## src/hdl/hasd_regs.vh

```
// Constants for the host-side address/data slice
`ifndef HASD_REGS_VH
`define HASD_REGS_VH
// Host group command codes (block-local encoding)
`define HASD_CMD_W 5
`define HASD_CMD_NOP 5'h00
`define HASD_CMD_LATCH_ADDR 5'h01
`define HASD_CMD_SNOOP_DRIVE 5'h02
`define HASD_CMD_CFG_RD 5'h03
`define HASD_CMD_CFG_WR_LO 5'h04
`define HASD_CMD_CFG_WR_HI 5'h05
`define HASD_CMD_WR_DATA 5'h06
`define HASD_CMD_RD_DATA 5'h07
`define HASD_CMD_RD_STOP 5'h08
`define HASD_CMD_HOLD 5'h09
// Widths and reset values
`define HASD_LANE_W 16
`define HASD_FIFO_DEPTH 16
`define HASD_MODE_NORMAL 1'b0
`define HASD_MODE_CLKLOOP 1'b1
`define HASD_STRAP_BIT 11
`endif

```

## src/hdl/hasd_fifo.v

```verilog
// Synchronous FIFO with valid/ready on both sides
`timescale 1ns/1ps
module hasd_fifo #(
    parameter WIDTH = 36,
    parameter DEPTH = 16,
    parameter AW = 4
) (
    input wire clock,
    input wire rst_n,
    input wire [WIDTH-1:0] in_data,
    input wire in_valid,
    output wire in_ready,
    output reg [WIDTH-1:0] out_data,
    output reg out_valid,
    input wire out_ready
);
    reg [WIDTH-1:0] mem [0:DEPTH-1];
    reg [AW-1:0] wr_ptr;
    reg [AW-1:0] rd_ptr;
    reg [AW:0] count;
    wire push;
    wire pop_mem;
    wire load_out;
    wire [AW:0] occupancy;

    // ----------------------------------------
    // Storage and output stage
    // ----------------------------------------
    // The output register counts as a slot, so the FIFO holds DEPTH words in all
    assign occupancy = count + {{AW{1'b0}}, out_valid};
    assign in_ready = (occupancy < DEPTH[AW:0]);
    assign push = in_valid && in_ready;
    assign load_out = (!out_valid || out_ready) && (count != {(AW+1){1'b0}});
    assign pop_mem = load_out;

    always @(posedge clock) begin
        if (push) begin
            mem[wr_ptr] <= in_data;
        end
    end

    always @(posedge clock or negedge rst_n) begin
        if (!rst_n) begin
            wr_ptr <= {AW{1'b0}};
            rd_ptr <= {AW{1'b0}};
            count <= {(AW+1){1'b0}};
            out_valid <= 1'b0;
            out_data <= {WIDTH{1'b0}};
        end else begin
            if (push) begin
                wr_ptr <= wr_ptr + {{(AW-1){1'b0}}, 1'b1};
            end
            if (pop_mem) begin
                rd_ptr <= rd_ptr + {{(AW-1){1'b0}}, 1'b1};
                out_data <= mem[rd_ptr];
                out_valid <= 1'b1;
            end else if (out_ready) begin
                out_valid <= 1'b0;
            end
            if (push && !pop_mem) begin
                count <= count + {{AW{1'b0}}, 1'b1};
            end else if (!push && pop_mem) begin
                count <= count - {{AW{1'b0}}, 1'b1};
            end
        end
    end
endmodule

```

## src/hdl/hasd_slice.v

```verilog
// Host-bus side of one address/data slice of the host bridge
`timescale 1ns/1ps
`include "hasd_regs.vh"
module hasd_slice #(
    parameter LANE_W = `HASD_LANE_W,
    parameter FIFO_DEPTH = `HASD_FIFO_DEPTH
) (
    input wire clock,
    input wire rst_n,
    // Strap pin shared with the end-of-line function
    input wire end_of_line_strap_pin_in,
    output reg end_of_line_strap_pin_out,
    output reg end_of_line_strap_pin_oe,
    input wire end_of_line_warning,
    input wire pll_host_clock,
    // Host command group from the bridge controller
    input wire [`HASD_CMD_W-1:0] host_group_command,
    // Host address lines for this slice
    input wire [LANE_W-1:0] host_addr_in,
    output reg [LANE_W-1:0] host_addr_out,
    output reg host_addr_oe,
    // Host data: two lanes of this slice
    input wire [2*LANE_W-1:0] host_data_in,
    output reg [2*LANE_W-1:0] host_data_out,
    output reg host_data_oe,
    input wire [3:0] host_byte_parity_in,
    output reg [3:0] host_byte_parity_out,
    output reg host_byte_parity_oe,
    // Captured PCI master address half for inquire cycles
    input wire [LANE_W-1:0] snoop_address,
    // Write stream to the memory/PCI side
    output wire [2*LANE_W+3:0] wr_data,
    output wire wr_valid,
    input wire wr_ready,
    output wire wr_parity_error,
    // Read data from the memory/PCI side
    input wire [2*LANE_W-1:0] rd_data,
    input wire rd_valid,
    output wire rd_ready,
    // Strap results and the latched address
    output reg high_order_slice,
    output reg clock_loop_mode,
    output reg [2*LANE_W-1:0] address_latch
);
    localparam ST_IDLE = 2'h0;
    localparam ST_SNOOP = 2'h1;
    localparam ST_CFG_RD = 2'h2;
    localparam ST_RD = 2'h3;

    reg eol_meta;
    reg eol_sync;
    reg a11_meta;
    reg a11_sync;
    reg strap_done;
    reg [1:0] state;
    reg [1:0] next_state;
    reg [LANE_W-1:0] addr_meta;
    reg [LANE_W-1:0] addr_sync;
    reg [2*LANE_W-1:0] data_meta;
    reg [2*LANE_W-1:0] data_sync;
    reg [3:0] par_meta;
    reg [3:0] par_sync;
    reg cfg_wr_pending;
    reg cfg_wr_hi;
    reg wr_push;
    reg rd_pull;
    wire [2*LANE_W+3:0] fifo_out;
    wire fifo_ready;
    wire cfg_wr_now;
    wire cfg_wr_drive;
    wire cfg_wr_use_hi;

    // ----------------------------------------
    // Parity helper
    // ----------------------------------------
    // byte n parity
    function [3:0] byte_parity;
        input [31:0] d;
        integer i;
        begin
            byte_parity = 4'h0;
            for (i = 0; i < 4; i = i + 1) begin
                byte_parity[i] = ^d[8*i +: 8];
            end
        end
    endfunction

    // ----------------------------------------
    // Pin input synchronisers
    // ----------------------------------------
    // Strap pins keep running through reset so their level is ready at release
    always @(posedge clock) begin
        eol_meta <= end_of_line_strap_pin_in;
        eol_sync <= eol_meta;
        a11_meta <= host_addr_in[`HASD_STRAP_BIT];
        a11_sync <= a11_meta;
    end

    always @(posedge clock or negedge rst_n) begin
        if (!rst_n) begin
            addr_meta <= {LANE_W{1'b0}};
            addr_sync <= {LANE_W{1'b0}};
            data_meta <= {(2*LANE_W){1'b0}};
            data_sync <= {(2*LANE_W){1'b0}};
            par_meta <= 4'h0;
            par_sync <= 4'h0;
        end else begin
            addr_meta <= host_addr_in;
            addr_sync <= addr_meta;
            data_meta <= host_data_in;
            data_sync <= data_meta;
            par_meta <= host_byte_parity_in;
            par_sync <= par_meta;
        end
    end

    // ----------------------------------------
    // Straps caught after reset release
    // ----------------------------------------
    always @(posedge clock or negedge rst_n) begin
        if (!rst_n) begin
            strap_done <= 1'b0;
            high_order_slice <= 1'b0;
            clock_loop_mode <= `HASD_MODE_NORMAL;
        end else if (!strap_done) begin
            strap_done <= 1'b1;
            high_order_slice <= eol_sync;
            clock_loop_mode <= eol_sync ? a11_sync : `HASD_MODE_NORMAL;
        end
    end

    always @* begin
        end_of_line_strap_pin_oe = strap_done;
        end_of_line_strap_pin_out = clock_loop_mode ? pll_host_clock : end_of_line_warning;
    end

    // ----------------------------------------
    // Command sequencing
    // ----------------------------------------
    // commands sampled on rising edge
    always @* begin
        next_state = state;
        case (host_group_command)
            `HASD_CMD_SNOOP_DRIVE: next_state = ST_SNOOP;
            `HASD_CMD_CFG_RD: next_state = ST_CFG_RD;
            `HASD_CMD_RD_DATA: next_state = ST_RD;
            `HASD_CMD_HOLD: next_state = state;
            default: next_state = ST_IDLE;
        endcase
        if (!strap_done) begin
            next_state = ST_IDLE;
        end
    end

    always @(posedge clock or negedge rst_n) begin
        if (!rst_n) begin
            state <= ST_IDLE;
            address_latch <= {(2*LANE_W){1'b0}};
            cfg_wr_pending <= 1'b0;
            cfg_wr_hi <= 1'b0;
            wr_push <= 1'b0;
            rd_pull <= 1'b0;
        end else begin
            state <= next_state;
            wr_push <= 1'b0;
            rd_pull <= 1'b0;
            if (host_group_command == `HASD_CMD_LATCH_ADDR) begin
                address_latch <= {{LANE_W{1'b0}}, addr_sync};
            end
            if (host_group_command == `HASD_CMD_CFG_WR_LO || host_group_command == `HASD_CMD_CFG_WR_HI) begin
                cfg_wr_pending <= 1'b1;
                cfg_wr_hi <= (host_group_command == `HASD_CMD_CFG_WR_HI);
            end else if (host_group_command != `HASD_CMD_HOLD) begin
                cfg_wr_pending <= 1'b0;
            end
            if (host_group_command == `HASD_CMD_WR_DATA) begin
                wr_push <= 1'b1;
            end
            if (next_state == ST_RD) begin
                rd_pull <= 1'b1;
            end
        end
    end

    // ----------------------------------------
    // Host write data path into the FIFO
    // ----------------------------------------
    // parity taken as input on writes
    hasd_fifo #(
        .WIDTH(2*LANE_W+4),
        .DEPTH(FIFO_DEPTH),
        .AW(4)
    ) u_wr_fifo (
        .clock(clock),
        .rst_n(rst_n),
        .in_data({par_sync, data_sync}),
        .in_valid(wr_push),
        .in_ready(fifo_ready),
        .out_data(fifo_out),
        .out_valid(wr_valid),
        .out_ready(wr_ready)
    );
    assign wr_data = fifo_out;
    assign wr_parity_error = wr_valid && (byte_parity(fifo_out[31:0]) != fifo_out[35:32]);
    assign rd_ready = rd_pull;
    // Config write answers at the command edge, as the other commands do
    assign cfg_wr_now = (host_group_command == `HASD_CMD_CFG_WR_LO) ||
        (host_group_command == `HASD_CMD_CFG_WR_HI);
    assign cfg_wr_drive = cfg_wr_now || (cfg_wr_pending && host_group_command == `HASD_CMD_HOLD);
    assign cfg_wr_use_hi = cfg_wr_now ? (host_group_command == `HASD_CMD_CFG_WR_HI) : cfg_wr_hi;

    // ----------------------------------------
    // Host bus drivers
    // ----------------------------------------
    always @(posedge clock or negedge rst_n) begin
        if (!rst_n) begin
            host_addr_out <= {LANE_W{1'b0}};
            host_addr_oe <= 1'b0;
            host_data_out <= {(2*LANE_W){1'b0}};
            host_data_oe <= 1'b0;
            host_byte_parity_out <= 4'h0;
            host_byte_parity_oe <= 1'b0;
        end else begin
            host_addr_oe <= 1'b0;
            host_data_oe <= 1'b0;
            host_byte_parity_oe <= 1'b0;
            case (next_state)
                ST_SNOOP: begin
                    host_addr_out <= snoop_address;
                    host_addr_oe <= 1'b1;
                end
                ST_CFG_RD: begin
                    host_data_out <= {addr_sync, addr_sync};
                    host_byte_parity_out <= byte_parity({addr_sync, addr_sync});
                    host_data_oe <= 1'b1;
                    host_byte_parity_oe <= 1'b1;
                end
                ST_RD: begin
                    if (rd_valid) begin
                        host_data_out <= rd_data;
                        host_byte_parity_out <= byte_parity(rd_data);
                    end
                    host_data_oe <= 1'b1;
                    host_byte_parity_oe <= 1'b1;
                end
                default: begin
                    host_addr_oe <= 1'b0;
                end
            endcase
            if (cfg_wr_drive) begin
                host_addr_out <= cfg_wr_use_hi ? data_sync[2*LANE_W-1:LANE_W] : data_sync[LANE_W-1:0];
                host_addr_oe <= 1'b1;
            end
        end
    end
endmodule

```

## config.mk

```make
export PLATFORM = sky130hd
export DESIGN_NAME = hasd_slice
export DESIGN_NICKNAME = d
export VERILOG_FILES = /design/src/hdl/hasd_fifo.v /design/src/hdl/hasd_slice.v
export VERILOG_INCLUDE_DIRS = /design/src /design/src/hdl
export SDC_FILE = /design/constraint.sdc
export NUM_CORES = 1
export LEC_CHECK = 0
export ABC_AREA = 1
export BUFFER_PORTS_ARGS = -buffer_cell sky130_fd_sc_hd__buf_2
export CORE_MARGIN = 2
export CORE_UTILIZATION = 55
export DETAILED_ROUTE_END_ITERATION = 7
export MAX_ROUTING_LAYER = met4
export PLACE_DENSITY = 0.75
export RECOVER_POWER = 100
export SYNTH_ARGS = -nofsm -noshare
export SYNTH_HDL_FRONTEND = slang
export SYNTH_SLANG_ARGS = --single-unit
```

## constraint.sdc

```tcl
create_clock -name clock -period 5.95 [get_ports clock]
set_input_delay 0.595 -clock clock [delete_from_list [all_inputs] [get_ports clock]]
set_output_delay 0.595 -clock clock [all_outputs]
set_load 0.01 [all_outputs]
```

==> results of run 1 <==
sequential cells by signal, indices dropped and copies added (netlist names), 5 cells and up:
name                count
u_wr_fifo.mem         576
u_wr_fifo.out_data     36
data_meta              32
data_sync              32
host_data_out          32
addr_meta              16
addr_sync              16
address_latch          16
host_addr_out          16
u_wr_fifo.count         5
report_power, final:
| group | leakage [nW] | internal [mW] | switching (mW) |
|---|---|---|---|
| logic | 4.62 | 1.46 | 3.17 |
| registers | 7.99 | 6.43 | 0.513 |
| clock network | 1.31 | 3.05 | 2.10 |
| total | 13.9 | 10.9 | 5.78 |
routing by layer:
layer | share of wire | global-route usage | wire length [µm]
met5 | 0 | - | 0
met4 | 0.030 | 0.0953 | 2480
met3 | 0.093 | 0.0446 | 7660
met2 | 0.47 | 0.434 | 39000
met1 | 0.40 | 0.381 | 33400
critical path, stage by stage (launching register included):
cell and delay, ns:
sky130_fd_sc_hd__dfrtp_1 0.40, sky130_fd_sc_hd__inv_1 0.11, sky130_fd_sc_hd__or2_2 0.30, sky130_fd_sc_hd__nand2_1 0.10, sky130_fd_sc_hd__clkbuf_1 1.91, sky130_fd_sc_hd__inv_2 1.23
sky130_fd_sc_hd__nand3_1 0.37, sky130_fd_sc_hd__nand2_1 0.07
area by class of cell:
type	instances	area, µm²
clock buffers	108	2250
flip-flops and latches	813	23200
fillers	4409	21300
inverters	96	369
well taps	765	957
repair buffers	254	1190
multi-input cells	1675	8140
diodes	3	7.51
clock inverters	39	442
synthesized netlist by cell type (14+ instances only):
library cell / n
sky130_fd_sc_hd__o211ai_1: 96
sky130_fd_sc_hd__o21ai_0: 254
sky130_fd_sc_hd__a31oi_1: 17
sky130_fd_sc_hd__xor2_1: 24
sky130_fd_sc_hd__o221ai_1: 32
sky130_fd_sc_hd__nand3_1: 113
sky130_fd_sc_hd__o21ai_1: 35
sky130_fd_sc_hd__edfxtp_1: 576
sky130_fd_sc_hd__nand2_1: 414
sky130_fd_sc_hd__inv_1: 85
sky130_fd_sc_hd__xnor2_1: 34
sky130_fd_sc_hd__nor2_1: 549
sky130_fd_sc_hd__buf_2: 39
sky130_fd_sc_hd__clkbuf_1: 74
sky130_fd_sc_hd__dfrtp_1: 233
sky130_fd_sc_hd__a21oi_1: 14
sky130_fd_sc_hd__buf_4: 23
sky130_fd_sc_hd__mux2_2: 16
cell families after synthesis:
group / synth area share
adders and majority gates: 0.00409
buffers and inverters: 0.0363
DFF: 0.716
muxes: 0.00741
xor gates and xnor gates: 0.0157
AOI/OAI and AO/OA: 0.0832
and+or+nand+nor: 0.137
other: 0.000232
worst paths after layout:
path	from	to	slack (ns)
setup / recovery	u_wr_fifo.out_valid	u_wr_fifo.out_data[13]	1.32
min in group clock	host_data_in[24]	data_meta[24]	0.07
setup reg to reg	u_wr_fifo.out_valid	u_wr_fifo.out_data[13]	1.32
hold reg to reg	a11_meta	a11_sync	0.33
hold / removal	rst_n	data_meta[2]	-0.03
max in group asynchronous	rst_n	host_data_out[13]	4.67
per-stage QoR:
stage                     utilization  std cells  total power [mW]  worst slack (ns)
after floorplan                     -       2741              10.1              2.93
after global placement          0.589       3603              11.4              2.71
after detailed placement        0.589       3603              11.6              2.60
after CTS                       0.636       3750              16.8              2.53
after global routing            0.631       3752              17.6              1.14
final                           0.631       3753              16.7              1.32
==> run_summary.xml, run 1 <==
<?xml version="1.0" encoding="UTF-8"?>
<metrics>
  <group name="setup_path">
    <metric name="r2r_cells" unit="">7</metric>
    <metric name="setup.worst_path.end_class" unit="">flop</metric>
    <metric name="endpoint_arrival_time_on_the_critical_path" unit="ns">5.13</metric>
    <metric name="cp_data_required_time" unit="ns">6.44</metric>
    <metric name="start_kind" unit="">flop</metric>
    <metric name="critical_path_class" unit="">flop to flop</metric>
    <metric name="crit_fanout" unit="">40</metric>
  </group>
  <group name="die">
    <metric name="pin_count" unit="">242</metric>
    <metric name="floorplan.die_area" unit="µm²">60900</metric>
    <metric name="die_w" unit="µm">247</metric>
    <metric name="core-area" unit="µm²">57900</metric>
    <metric name="floorplan.initialDensity" unit="">0.559</metric>
    <metric name="die_h" unit="µm">247</metric>
    <metric name="floorplan.rows" unit="">88</metric>
  </group>
  <group name="global_route">
    <metric name="globalRoute.totalOverflow" unit="">0</metric>
    <metric name="global_route.usage.total" unit="">0.280</metric>
    <metric name="via_count_of_the_first_global_routing_pass" unit="">21124</metric>
    <metric name="grt_pass1_wl" unit="µm">124000</metric>
    <metric name="grt_antenna_before_repair" unit="">4</metric>
    <metric name="grt_start_max_net_pins" unit="">163</metric>
  </group>
  <group name="timing">
    <metric name="slew_headroom" unit="">-1.32</metric>
    <metric name="fin_worst_skew" unit="ns">0.0242</metric>
    <metric name="drv_slew" unit="">650</metric>
    <metric name="min_cycle_time_layout" unit="ns">4.63</metric>
    <metric name="slew_at_the_pin_closest_to_its_max_slew_limit" unit="ns">3.46</metric>
    <metric name="setup_tns" unit="ns">0</metric>
    <metric name="grt_setup_unrepaired" unit="">false</metric>
    <metric name="post-route-period-util" unit="">0.779</metric>
    <metric name="setup_viol" unit="">0</metric>
    <metric name="hold_violations" unit="">10</metric>
    <metric name="fmaxAchievable" unit="MHz">216</metric>
    <metric name="hold-worst-slack" unit="ns">-0.0252</metric>
  </group>
  <group name="placed_design">
    <metric name="place_congestion" unit="">0.886</metric>
    <metric name="portBuffers" unit="">225</metric>
    <metric name="place.detailed.hpwl" unit="µm">45700</metric>
    <metric name="dpl_cell_area" unit="µm²">34100</metric>
  </group>
  <group name="final_layout">
    <metric name="finalInstanceArea" unit="µm²">36600</metric>
    <metric name="final_layout_size_suffix_gt1_frac" unit="">0.0978</metric>
    <metric name="flow.area_growth_from_synthesis" unit="%">12.9</metric>
    <metric name="fin_nets" unit="">3042</metric>
    <metric name="layout_commonest_cell" unit="">sky130_fd_sc_hd__edfxtp_1</metric>
    <metric name="layout_common_cells" unit="">576 x sky130_fd_sc_hd__edfxtp_1, 537 x sky130_fd_sc_hd__nor2_1, 418 x sky130_fd_sc_hd__nand2_1</metric>
  </group>
  <group name="hold_path">
    <metric name="holdCritPathClass" unit="">input pin to asynchronous set/reset pin</metric>
  </group>
  <group name="flow_run">
    <metric name="max_cap_viol_count" unit="">18</metric>
  </group>
  <group name="yosys">
    <metric name="synth-async-reset-ratio" unit="">0.287</metric>
    <metric name="synth_area_per_cell" unit="µm²">11.9</metric>
    <metric name="post_synthesis_cell_count" unit="">2726</metric>
    <metric name="synth.yosys.warnings" unit="">0</metric>
    <metric name="cell_taking_the_most_area_after_synthesis" unit="">sky130_fd_sc_hd__edfxtp_1</metric>
    <metric name="post_synth_instance_area" unit="µm²">32400</metric>
    <metric name="synth.top_cell.area_share" unit="">0.534</metric>
    <metric name="synthFlopType" unit="">sky130_fd_sc_hd__edfxtp_1</metric>
    <metric name="synth_top_cells_by_area" unit="">sky130_fd_sc_hd__edfxtp_1 53%, sky130_fd_sc_hd__dfrtp_1 18%, sky130_fd_sc_hd__nor2_1 6.4%, sky130_fd_sc_hd__nand2_1 4.8%, sky130_fd_sc_hd__o21ai_0 3.9%</metric>
    <metric name="ys_seq_area_frac" unit="">0.716</metric>
    <metric name="synthDistinctLibCells" unit="">45</metric>
    <metric name="ys_seq_elements" unit="">813</metric>
    <metric name="synth_edf_count" unit="">576</metric>
  </group>
  <group name="drt">
    <metric name="detail-route-antenna-nets" unit="">0</metric>
    <metric name="routed_wire_length_per_instance" unit="µm">22.0</metric>
    <metric name="detailroute.via_count" unit="">21835</metric>
    <metric name="drc_errors" unit="">0</metric>
    <metric name="drt_iter0_drc" unit="">2380</metric>
    <metric name="dr.pass1.iters" unit="">6</metric>
    <metric name="wl" unit="µm">82500</metric>
    <metric name="vias_per_cell" unit="">5.82</metric>
  </group>
  <group name="power">
    <metric name="worst_supply_voltage_drop_on_vdd" unit="mV">0.516</metric>
    <metric name="cellLeakagePower" unit="nW">13.9</metric>
    <metric name="power_density" unit="nW/µm²">457</metric>
  </group>
  <group name="clock_network">
    <metric name="cts_tree" unit="">done</metric>
    <metric name="clock_tree.htree_level_count" unit="">3</metric>
    <metric name="ctsResizeCount" unit="">0</metric>
    <metric name="cts.sink_count" unit="">813</metric>
    <metric name="clk_pin_slew_worst_paths" unit="ns">0.06</metric>
    <metric name="number_of_buffers_added_for_setup_after_cts" unit="">0</metric>
    <metric name="insertion_delay" unit="ns">0.62</metric>
    <metric name="max-clock-path-buffers" unit="">3</metric>
    <metric name="cts_buffers" unit="">80</metric>
    <metric name="clock-root-buffer" unit="">sky130_fd_sc_hd__clkbuf_16</metric>
    <metric name="post_cts_hold_buffer_count" unit="">0</metric>
  </group>
  <group name="run_status">
    <metric name="outcome" unit="">finished, violations left</metric>
    <metric name="violations" unit="">negative hold slack, max-capacitance violations, max-slew violations</metric>
  </group>
</metrics>
No activity file was read; power rests on OpenSTA's default activity.
==> run 2, diff against run 1 <==
- ABC_AREA: 1 -> 0
- clock period: 5.95 -> 4.7 ns (I/O delays scaled with it)
==> run 2 against run 1 <==
Against the previous run:
- the run ends with max-capacitance violations, max-slew violations left
- count of clock-buffer cells in the layout is 7 higher
- global-route usage is 1.3 points lower
- sequential share of layout area is 1.9 points higher
- non-clock buffer count is 62 higher
- cell area is 3.0% lower
- utilization is 1.3 points higher
- die area is 5.5% lower
- critical path type unchanged
- largest cell class unchanged
- largest power group unchanged
==> run_summary.xml, run 2 <==
<?xml version="1.0" encoding="UTF-8"?>
<metrics>
  <group name="die">
    <metric name="floorplan.rows" unit="">86</metric>
    <metric name="floorplan.die_area" unit="µm²">57500</metric>
    <metric name="floorplan.initialDensity" unit="">0.555</metric>
    <metric name="die_w" unit="µm">240</metric>
    <metric name="core-area" unit="µm²">55100</metric>
    <metric name="die_h" unit="µm">240</metric>
    <metric name="pin_count" unit="">242</metric>
  </group>
  <group name="hold_path">
    <metric name="min_delay_worst_endpoint" unit="">u_wr_fifo.out_valid</metric>
    <metric name="holdCritStartpoint" unit="">wr_ready</metric>
    <metric name="holdCritPathClass" unit="">input pin to flop</metric>
    <metric name="hold-path-cell-count" unit="">3</metric>
  </group>
  <group name="run_status">
    <metric name="violations" unit="">max-capacitance violations, max-slew violations</metric>
    <metric name="outcome" unit="">finished, violations left</metric>
  </group>
  <group name="flow_run">
    <metric name="max_cap_viol_count" unit="">13</metric>
  </group>
  <group name="setup_path">
    <metric name="slowest_delay" unit="ns">2.31</metric>
    <metric name="worstReg2RegStart" unit="">cfg_wr_pending</metric>
    <metric name="regToRegSetupSlack" unit="ns">0.82</metric>
    <metric name="timing.critical_path.cells" unit="">nand4b_1 &gt; a211oi_1 &gt; clkbuf_1 &gt; mux2i_1</metric>
    <metric name="endpoint_of_the_lowest_slack_register_to_register_path" unit="">host_addr_out[0]</metric>
    <metric name="crit_fanout" unit="">11</metric>
    <metric name="critical_path_class" unit="">flop to flop</metric>
    <metric name="endpoint_arrival_time_on_the_critical_path" unit="ns">4.40</metric>
    <metric name="setup.worst_path.end_class" unit="">flop</metric>
    <metric name="slowest_cell_on_the_critical_path" unit="">sky130_fd_sc_hd__a211oi_1</metric>
    <metric name="start_kind" unit="">flop</metric>
    <metric name="cp_data_required_time" unit="ns">5.22</metric>
    <metric name="r2r_cells" unit="">4</metric>
  </group>
  <group name="power">
    <metric name="p_sw" unit="mW">5.76</metric>
    <metric name="worst_supply_voltage_drop_on_vdd" unit="mV">0.446</metric>
    <metric name="power_density" unit="nW/µm²">555</metric>
    <metric name="clock_power_share" unit="">0.316</metric>
    <metric name="p_total" unit="mW">19.7</metric>
    <metric name="combPwrFrac" unit="">0.235</metric>
    <metric name="p_int" unit="mW">13.9</metric>
    <metric name="register_share_of_total_power" unit="">0.449</metric>
    <metric name="switching_share" unit="">0.292</metric>
    <metric name="cellLeakagePower" unit="nW">12.6</metric>
  </group>
  <group name="clock_network">
    <metric name="clock_tree.htree_level_count" unit="">3</metric>
    <metric name="insertion_delay" unit="ns">0.63</metric>
    <metric name="cts.sink_count" unit="">813</metric>
    <metric name="clock-root-buffer" unit="">sky130_fd_sc_hd__clkbuf_16</metric>
    <metric name="cts_tree" unit="">done</metric>
    <metric name="clk_pin_slew_worst_paths" unit="ns">0.06</metric>
    <metric name="max-clock-path-buffers" unit="">3</metric>
    <metric name="cts_buffers" unit="">81</metric>
  </group>
  <group name="final_layout">
    <metric name="final-instance-count-excl-fill" unit="">2667</metric>
    <metric name="biggestRegsByFlops" unit="">u_wr_fifo.mem: 576 flops, u_wr_fifo.out_data: 36 flops</metric>
    <metric name="flip_flop_count_of_the_largest_register_all_copies_and_words_added" unit="">576</metric>
    <metric name="layout_common_cells" unit="">576 x sky130_fd_sc_hd__edfxtp_1, 231 x sky130_fd_sc_hd__dfrtp_1, 153 x sky130_fd_sc_hd__clkbuf_1</metric>
    <metric name="flow.area_growth_from_synthesis" unit="%">16.0</metric>
    <metric name="final_layout_size_suffix_gt1_frac" unit="">0.222</metric>
    <metric name="fin_nets" unit="">1969</metric>
    <metric name="layout_commonest_cell" unit="">sky130_fd_sc_hd__edfxtp_1</metric>
    <metric name="largest-register" unit="">u_wr_fifo.mem</metric>
    <metric name="fillers" unit="">3775</metric>
  </group>
  <group name="timing">
    <metric name="drv_slew" unit="">404</metric>
    <metric name="slew_headroom" unit="">-1.23</metric>
    <metric name="grt_setup_unrepaired" unit="">false</metric>
    <metric name="min_cycle_time_layout" unit="ns">3.88</metric>
    <metric name="post-route-period-util" unit="">0.826</metric>
    <metric name="fin_worst_skew" unit="ns">0.0227</metric>
    <metric name="slew_at_the_pin_closest_to_its_max_slew_limit" unit="ns">3.32</metric>
    <metric name="fmaxAchievable" unit="MHz">258</metric>
    <metric name="setup_viol" unit="">0</metric>
    <metric name="setup_tns" unit="ns">0</metric>
    <metric name="hold_violations" unit="">0</metric>
  </group>
  <group name="drt">
    <metric name="routed_wire_length_per_instance" unit="µm">27.2</metric>
    <metric name="highest_layer_used_for_signal_routing" unit="">met4</metric>
    <metric name="wl" unit="µm">72500</metric>
    <metric name="met3_routed_wirelength" unit="µm">6240</metric>
    <metric name="drc_errors" unit="">0</metric>
    <metric name="detailroute.via_count" unit="">16044</metric>
    <metric name="detail-route-antenna-nets" unit="">0</metric>
    <metric name="vias_per_cell" unit="">6.02</metric>
    <metric name="dr.pass1.iters" unit="">5</metric>
    <metric name="drt_iter0_drc" unit="">1569</metric>
    <metric name="wl_met1" unit="µm">27800</metric>
    <metric name="wl_met2" unit="µm">36400</metric>
  </group>
  <group name="yosys">
    <metric name="post_synthesis_cell_count" unit="">1529</metric>
    <metric name="synth_area_per_cell" unit="µm²">20.0</metric>
    <metric name="post_synth_instance_area" unit="µm²">30600</metric>
    <metric name="cell_taking_the_most_area_after_synthesis" unit="">sky130_fd_sc_hd__edfxtp_1</metric>
    <metric name="synth-async-reset-ratio" unit="">0.287</metric>
    <metric name="synth.yosys.warnings" unit="">0</metric>
    <metric name="synth_top_cells_by_count" unit="">576 x sky130_fd_sc_hd__edfxtp_1, 233 x sky130_fd_sc_hd__dfrtp_1, 144 x sky130_fd_sc_hd__mux4_2, 71 x sky130_fd_sc_hd__xnor2_1, 46 x sky130_fd_sc_hd__mux2i_1</metric>
    <metric name="synth_top_cells_by_area" unit="">sky130_fd_sc_hd__edfxtp_1 57%, sky130_fd_sc_hd__dfrtp_1 19%, sky130_fd_sc_hd__mux4_2 11%, sky130_fd_sc_hd__xnor2_1 2.0%, sky130_fd_sc_hd__mux2i_1 1.5%</metric>
    <metric name="synthDistinctLibCells" unit="">54</metric>
    <metric name="yosys.cell_count.top_type" unit="">sky130_fd_sc_hd__edfxtp_1</metric>
    <metric name="ys_seq_elements" unit="">813</metric>
    <metric name="ys_seq_area_frac" unit="">0.759</metric>
    <metric name="synth.top_cell.area_share" unit="">0.565</metric>
    <metric name="synth_edf_count" unit="">576</metric>
    <metric name="synthFlopType" unit="">sky130_fd_sc_hd__edfxtp_1</metric>
  </group>
  <group name="placed_design">
    <metric name="dpl.cell_count" unit="">2458</metric>
    <metric name="portBuffers" unit="">225</metric>
    <metric name="place.detailed.hpwl" unit="µm">41700</metric>
    <metric name="place_congestion" unit="">0.801</metric>
  </group>
  <group name="global_route">
    <metric name="grt_pass1_wl" unit="µm">107000</metric>
    <metric name="global_route.usage.total" unit="">0.267</metric>
    <metric name="grt_start_max_net_pins" unit="">105</metric>
    <metric name="globalRoute.totalOverflow" unit="">0</metric>
    <metric name="via_count_of_the_first_global_routing_pass" unit="">16629</metric>
    <metric name="grt_antenna_before_repair" unit="">3</metric>
  </group>
</metrics>
-- run 2: cell types whose count changed after synthesis, moves of 33 or more --
cell / previous run / this run
sky130_fd_sc_hd__mux4_2: 0 / 144
sky130_fd_sc_hd__nand3_1: 113 / 3
sky130_fd_sc_hd__nor2_1: 549 / 7
sky130_fd_sc_hd__nand2_1: 414 / 41
sky130_fd_sc_hd__clkbuf_1: 74 / 41
sky130_fd_sc_hd__inv_1: 85 / 6
sky130_fd_sc_hd__xnor2_1: 34 / 71
sky130_fd_sc_hd__o21ai_0: 254 / 39
sky130_fd_sc_hd__o21ai_1: 35 / 1
sky130_fd_sc_hd__mux2i_1: 6 / 46
sky130_fd_sc_hd__o211ai_1: 96 / 0
sky130_fd_sc_hd__a2bb2oi_1: 0 / 36
-- run 2: metrics by stage --
stage	setup WS (ns)	hold slack [ns]	instance area, µm²	utilization
floorplan	1.70	0.174	30600	-
global placement	1.78	0.313	32600	0.593
detailed placement	1.74	0.313	32600	0.593
CTS	1.42	0.109	35800	0.649
global route	0.681	0.130	35500	0.644
finish	0.818	0.125	35500	0.644
-- run 2: layout make-up --
cell class	instances	area, µm²	area share
flip-flops and latches	813	23200	0.654
multi-input cells	628	6940	0.195
clock buffers	115	2290	0.0645
repair buffers	316	1790	0.0504
well taps	748	936	0.0264
clock inverters	36	287	0.00807
inverters	7	26.3	0.000740
diodes	4	10.0	0.000282
-- run 2: critical path: cells and delay by family, from the launching register on --
kind	cells	cell delay, ns
AO/OA/AOI/OAI	1	2.31
buffers and inverters	1	0.73
flip-flops	1	0.33
multiplexers	1	0.30
AND/OR/NAND/NOR	1	0.09
-- run 2: logic make-up after synthesis --
group                    synth area share
AO/OA/AOI/OAI                      0.0493
XOR/XNOR                           0.0243
adder cells (fa/ha/maj)           0.00434
buffers and inverters              0.0166
flip-flops                          0.759
multiplexers                        0.129
other                            0.000246
AND/OR/NAND/NOR                    0.0175
-- run 2: power groups by stage --
stage | registers [mW] | clock network, mW | logic [mW]
floorplan | 8.64 | 0 | 3.33
global placement | 8.97 | 0 | 4.58
global route | 8.92 | 6.60 | 4.96
CTS | 8.85 | 6.31 | 4.73
finish | 8.84 | 6.23 | 4.63
detailed placement | 8.99 | 0 | 4.65
-- run 2: how the worst max path moves through the flow --
stage / from / end / slack, ns / cells past startpoint
finish: cfg_wr_pending / host_addr_out[0] / 0.82 / 4
global route: rst_n / data_meta[16] / 0.68 / 3
CTS: u_wr_fifo.out_data[14] / wr_parity_error / 1.42 / 6
detailed placement: u_wr_fifo.rd_ptr[0] / u_wr_fifo.out_data[11] / 1.74 / 5
global placement: u_wr_fifo.rd_ptr[0] / u_wr_fifo.out_data[11] / 1.78 / 5
floorplan: u_wr_fifo.count[2] / u_wr_fifo.count[4] / 1.70 / 12
-- run 2: repair_timing --
action,CTS,global route
hold buffers,54,0
hold endpoints to repair,155,0
buffers inserted,0,0
gates resized for setup,0,0
-- run 2: metal layers --
metal  vias up  GRT usage
met5         -          -
met4         0     0.0888
met3       131     0.0650
met2       796      0.422
met1      8386      0.344
li1       6731          -
==> run 3, diff against run 2 <==
- clock period: 4.7 -> 3.7 ns (I/O delays scaled with it)
==> run 3 against run 2 <==
Against the previous run:
- via count up 0.29%
- largest cell class unchanged
- critical endpoint is now u_wr_fifo.mem[12][15]
- hold slack worse by 0.085 ns
- the flow still finishes with violations (max-capacitance violations, max-slew violations)
- die area unchanged
- power up 28%
- utilization up 0.47 points
- global-route usage down 0.37 points
- combinational power up 32%
- worst setup slack worse by 0.39 ns
- critical path type unchanged
- largest power group unchanged
- sequential share of layout area down 0.47 points
==> run_summary.xml, run 3 (same netlist as run 2, synthesis figures left out) <==
<?xml version="1.0" encoding="UTF-8"?>
<metrics>
  <group name="power">
    <metric name="clock_power_share" unit="">0.316</metric>
    <metric name="combPwrFrac" unit="">0.242</metric>
    <metric name="register_share_of_total_power" unit="">0.442</metric>
    <metric name="p_sw" unit="mW">7.27</metric>
    <metric name="cellLeakagePower" unit="nW">12.7</metric>
    <metric name="power_density" unit="nW/µm²">703</metric>
    <metric name="switching_share" unit="">0.289</metric>
    <metric name="p_int" unit="mW">17.9</metric>
    <metric name="worst_supply_voltage_drop_on_vdd" unit="mV">0.504</metric>
  </group>
  <group name="timing">
    <metric name="fmaxAchievable" unit="MHz">305</metric>
    <metric name="hold_violations" unit="">0</metric>
    <metric name="slew_headroom" unit="">-0.493</metric>
    <metric name="post-route-period-util" unit="">0.885</metric>
    <metric name="drv_slew" unit="">199</metric>
    <metric name="setup_tns" unit="ns">0</metric>
    <metric name="fin_worst_skew" unit="ns">0.0280</metric>
    <metric name="setup_ws" unit="ns">0.427</metric>
    <metric name="setup_viol" unit="">0</metric>
    <metric name="min_cycle_time_layout" unit="ns">3.27</metric>
    <metric name="slew_at_the_pin_closest_to_its_max_slew_limit" unit="ns">2.24</metric>
    <metric name="grt_setup_unrepaired" unit="">false</metric>
  </group>
  <group name="clock_network">
    <metric name="insertion_delay" unit="ns">0.63</metric>
    <metric name="cts_tree" unit="">done</metric>
    <metric name="ctsResizeCount" unit="">0</metric>
    <metric name="clk_pin_slew_worst_paths" unit="ns">0.06</metric>
    <metric name="number_of_buffers_added_for_setup_after_cts" unit="">0</metric>
    <metric name="max-clock-path-buffers" unit="">3</metric>
    <metric name="cts.sink_count" unit="">813</metric>
    <metric name="cts_buffers" unit="">80</metric>
    <metric name="clock_tree.htree_level_count" unit="">3</metric>
    <metric name="clock-root-buffer" unit="">sky130_fd_sc_hd__clkbuf_16</metric>
    <metric name="post_cts_hold_buffer_count" unit="">54</metric>
  </group>
  <group name="final_layout">
    <metric name="flip_flop_count_of_the_largest_register_all_copies_and_words_added" unit="">576</metric>
    <metric name="flow.area_growth_from_synthesis" unit="%">16.8</metric>
    <metric name="largest-register" unit="">u_wr_fifo.mem</metric>
    <metric name="layout_common_cells" unit="">576 x sky130_fd_sc_hd__edfxtp_1, 231 x sky130_fd_sc_hd__dfrtp_1, 147 x sky130_fd_sc_hd__clkbuf_1</metric>
    <metric name="fillers" unit="">3748</metric>
    <metric name="fin_nets" unit="">1982</metric>
    <metric name="layout_commonest_cell" unit="">sky130_fd_sc_hd__edfxtp_1</metric>
    <metric name="biggestRegsByFlops" unit="">u_wr_fifo.mem: 576 flops, u_wr_fifo.out_data: 36 flops</metric>
    <metric name="final_layout_size_suffix_gt1_frac" unit="">0.229</metric>
  </group>
  <group name="drt">
    <metric name="routed_wire_length_per_instance" unit="µm">26.6</metric>
    <metric name="drc_errors" unit="">0</metric>
    <metric name="vias_per_cell" unit="">6.01</metric>
    <metric name="detail-route-antenna-nets" unit="">0</metric>
    <metric name="wl" unit="µm">71300</metric>
    <metric name="dr.pass1.iters" unit="">6</metric>
    <metric name="drt_iter0_drc" unit="">1582</metric>
    <metric name="detailroute.via_count" unit="">16090</metric>
  </group>
  <group name="setup_path">
    <metric name="slowest_delay" unit="ns">0.92</metric>
    <metric name="cp_num_buf_inv" unit="">2</metric>
    <metric name="cp_data_required_time" unit="ns">3.92</metric>
    <metric name="setup.worst_path.end_class" unit="">flop</metric>
    <metric name="timing.critical_path.cells" unit="">nand2_1 &gt; o21ai_0 &gt; nand3_1 &gt; clkinv_1 &gt; and3_1 &gt; and2_2 &gt; clkbuf_1</metric>
    <metric name="endpoint_arrival_time_on_the_critical_path" unit="ns">3.49</metric>
    <metric name="slowest_cell_on_the_critical_path" unit="">sky130_fd_sc_hd__clkbuf_1</metric>
    <metric name="critical_path_class" unit="">flop to flop</metric>
    <metric name="start_kind" unit="">flop</metric>
    <metric name="worst_path_dominant_cell_family" unit="">buffers and inverters</metric>
    <metric name="crit_fanout" unit="">14</metric>
  </group>
  <group name="global_route">
    <metric name="via_count_of_the_first_global_routing_pass" unit="">16708</metric>
    <metric name="busiest_layer" unit="">met2</metric>
    <metric name="use_met1" unit="">0.338</metric>
    <metric name="grt_antenna_before_repair" unit="">4</metric>
    <metric name="met2_usage" unit="">0.418</metric>
    <metric name="globalRouteMet3Util" unit="">0.0598</metric>
    <metric name="globalRoute.totalOverflow" unit="">0</metric>
    <metric name="grt_pass1_wl" unit="µm">106000</metric>
    <metric name="grt_start_max_net_pins" unit="">77</metric>
    <metric name="global_route.usage.total" unit="">0.263</metric>
  </group>
  <group name="die">
    <metric name="die_h" unit="µm">240</metric>
    <metric name="core-area" unit="µm²">55100</metric>
    <metric name="die_w" unit="µm">240</metric>
    <metric name="floorplan.initialDensity" unit="">0.555</metric>
    <metric name="pin_count" unit="">242</metric>
    <metric name="floorplan.die_area" unit="µm²">57500</metric>
    <metric name="floorplan.rows" unit="">86</metric>
  </group>
  <group name="placed_design">
    <metric name="dp_slack" unit="ns">0.812</metric>
    <metric name="place_congestion" unit="">0.802</metric>
    <metric name="place.detailed.hpwl" unit="µm">42000</metric>
    <metric name="portBuffers" unit="">225</metric>
  </group>
  <group name="hold_path">
    <metric name="holdCritPathClass" unit="">input pin to flop</metric>
  </group>
  <group name="run_status">
    <metric name="outcome" unit="">finished, violations left</metric>
    <metric name="violations" unit="">max-capacitance violations, max-slew violations</metric>
  </group>
  <group name="flow_run">
    <metric name="max_cap_viol_count" unit="">4</metric>
  </group>
</metrics>
run 3: worst register-to-register path, delay by kind of cell, from the launching register on:
kind,cells,cell delay [ns]
buf+inv,2,1.09
simple gates,4,1.06
flops,1,0.51
compound gates,1,0.21
run 3: area by class of cell:
class,count,area [µm²],share of cell area
clock inverter,43,394,0.0110
multi-input combinational,628,6950,0.195
timing repair buffer,330,2040,0.0570
clock buffer,105,2170,0.0607
tap,748,936,0.0262
inverter,7,26.3,0.000735
antenna,4,10.0,0.000280
sequential,813,23200,0.650
run 3: layer usage:
layer / vias to the layer above / share of wire / routed length, µm
li1: 6757 / - / -
met1: 8428 / 0.38 / 27300
met2: 751 / 0.50 / 35500
met3: 154 / 0.087 / 6200
met4: 0 / 0.033 / 2320
met5: - / 0 / 0
run 3: through the flow:
stage	instances	hold slack (ns)	util	cell area, µm²	power [mW]
after floorplan	1544	0.0744	-	30600	15.2
after global placement	2472	0.312	0.597	32900	17.2
after detailed placement	2472	0.313	0.597	32900	17.4
after CTS	2674	0.0187	0.653	36000	25.4
after global routing	2678	0.0418	0.649	35700	26.1
final	2678	0.0396	0.649	35700	25.1
run 3: worst paths after layout:
| path | startpoint | end | slack, ns | cells past startpoint |
|---|---|---|---|---|
| min in group asynchronous | rst_n | par_meta[0] | 0.87 | 2 |
| setup reg to reg | u_wr_fifo.out_valid | u_wr_fifo.mem[12][15] | 0.43 | 7 |
| hold reg to reg | eol_meta | eol_sync | 0.33 | 0 |
| max in group asynchronous | rst_n | data_sync[2] | 0.95 | 3 |
| setup / recovery | u_wr_fifo.out_valid | u_wr_fifo.mem[12][15] | 0.43 | 7 |
| hold / removal | snoop_address[5] | host_addr_out[5] | 0.04 | 3 |
run 3: power groups by stage:
stage	clock network (mW)	logic [mW]	registers, mW
after global routing	8.43	6.52	11.2
after global placement	0	6.03	11.2
after floorplan	0	4.23	11.0
final	7.94	6.09	11.1
after detailed placement	0	6.13	11.3
after CTS	8.07	6.24	11.1
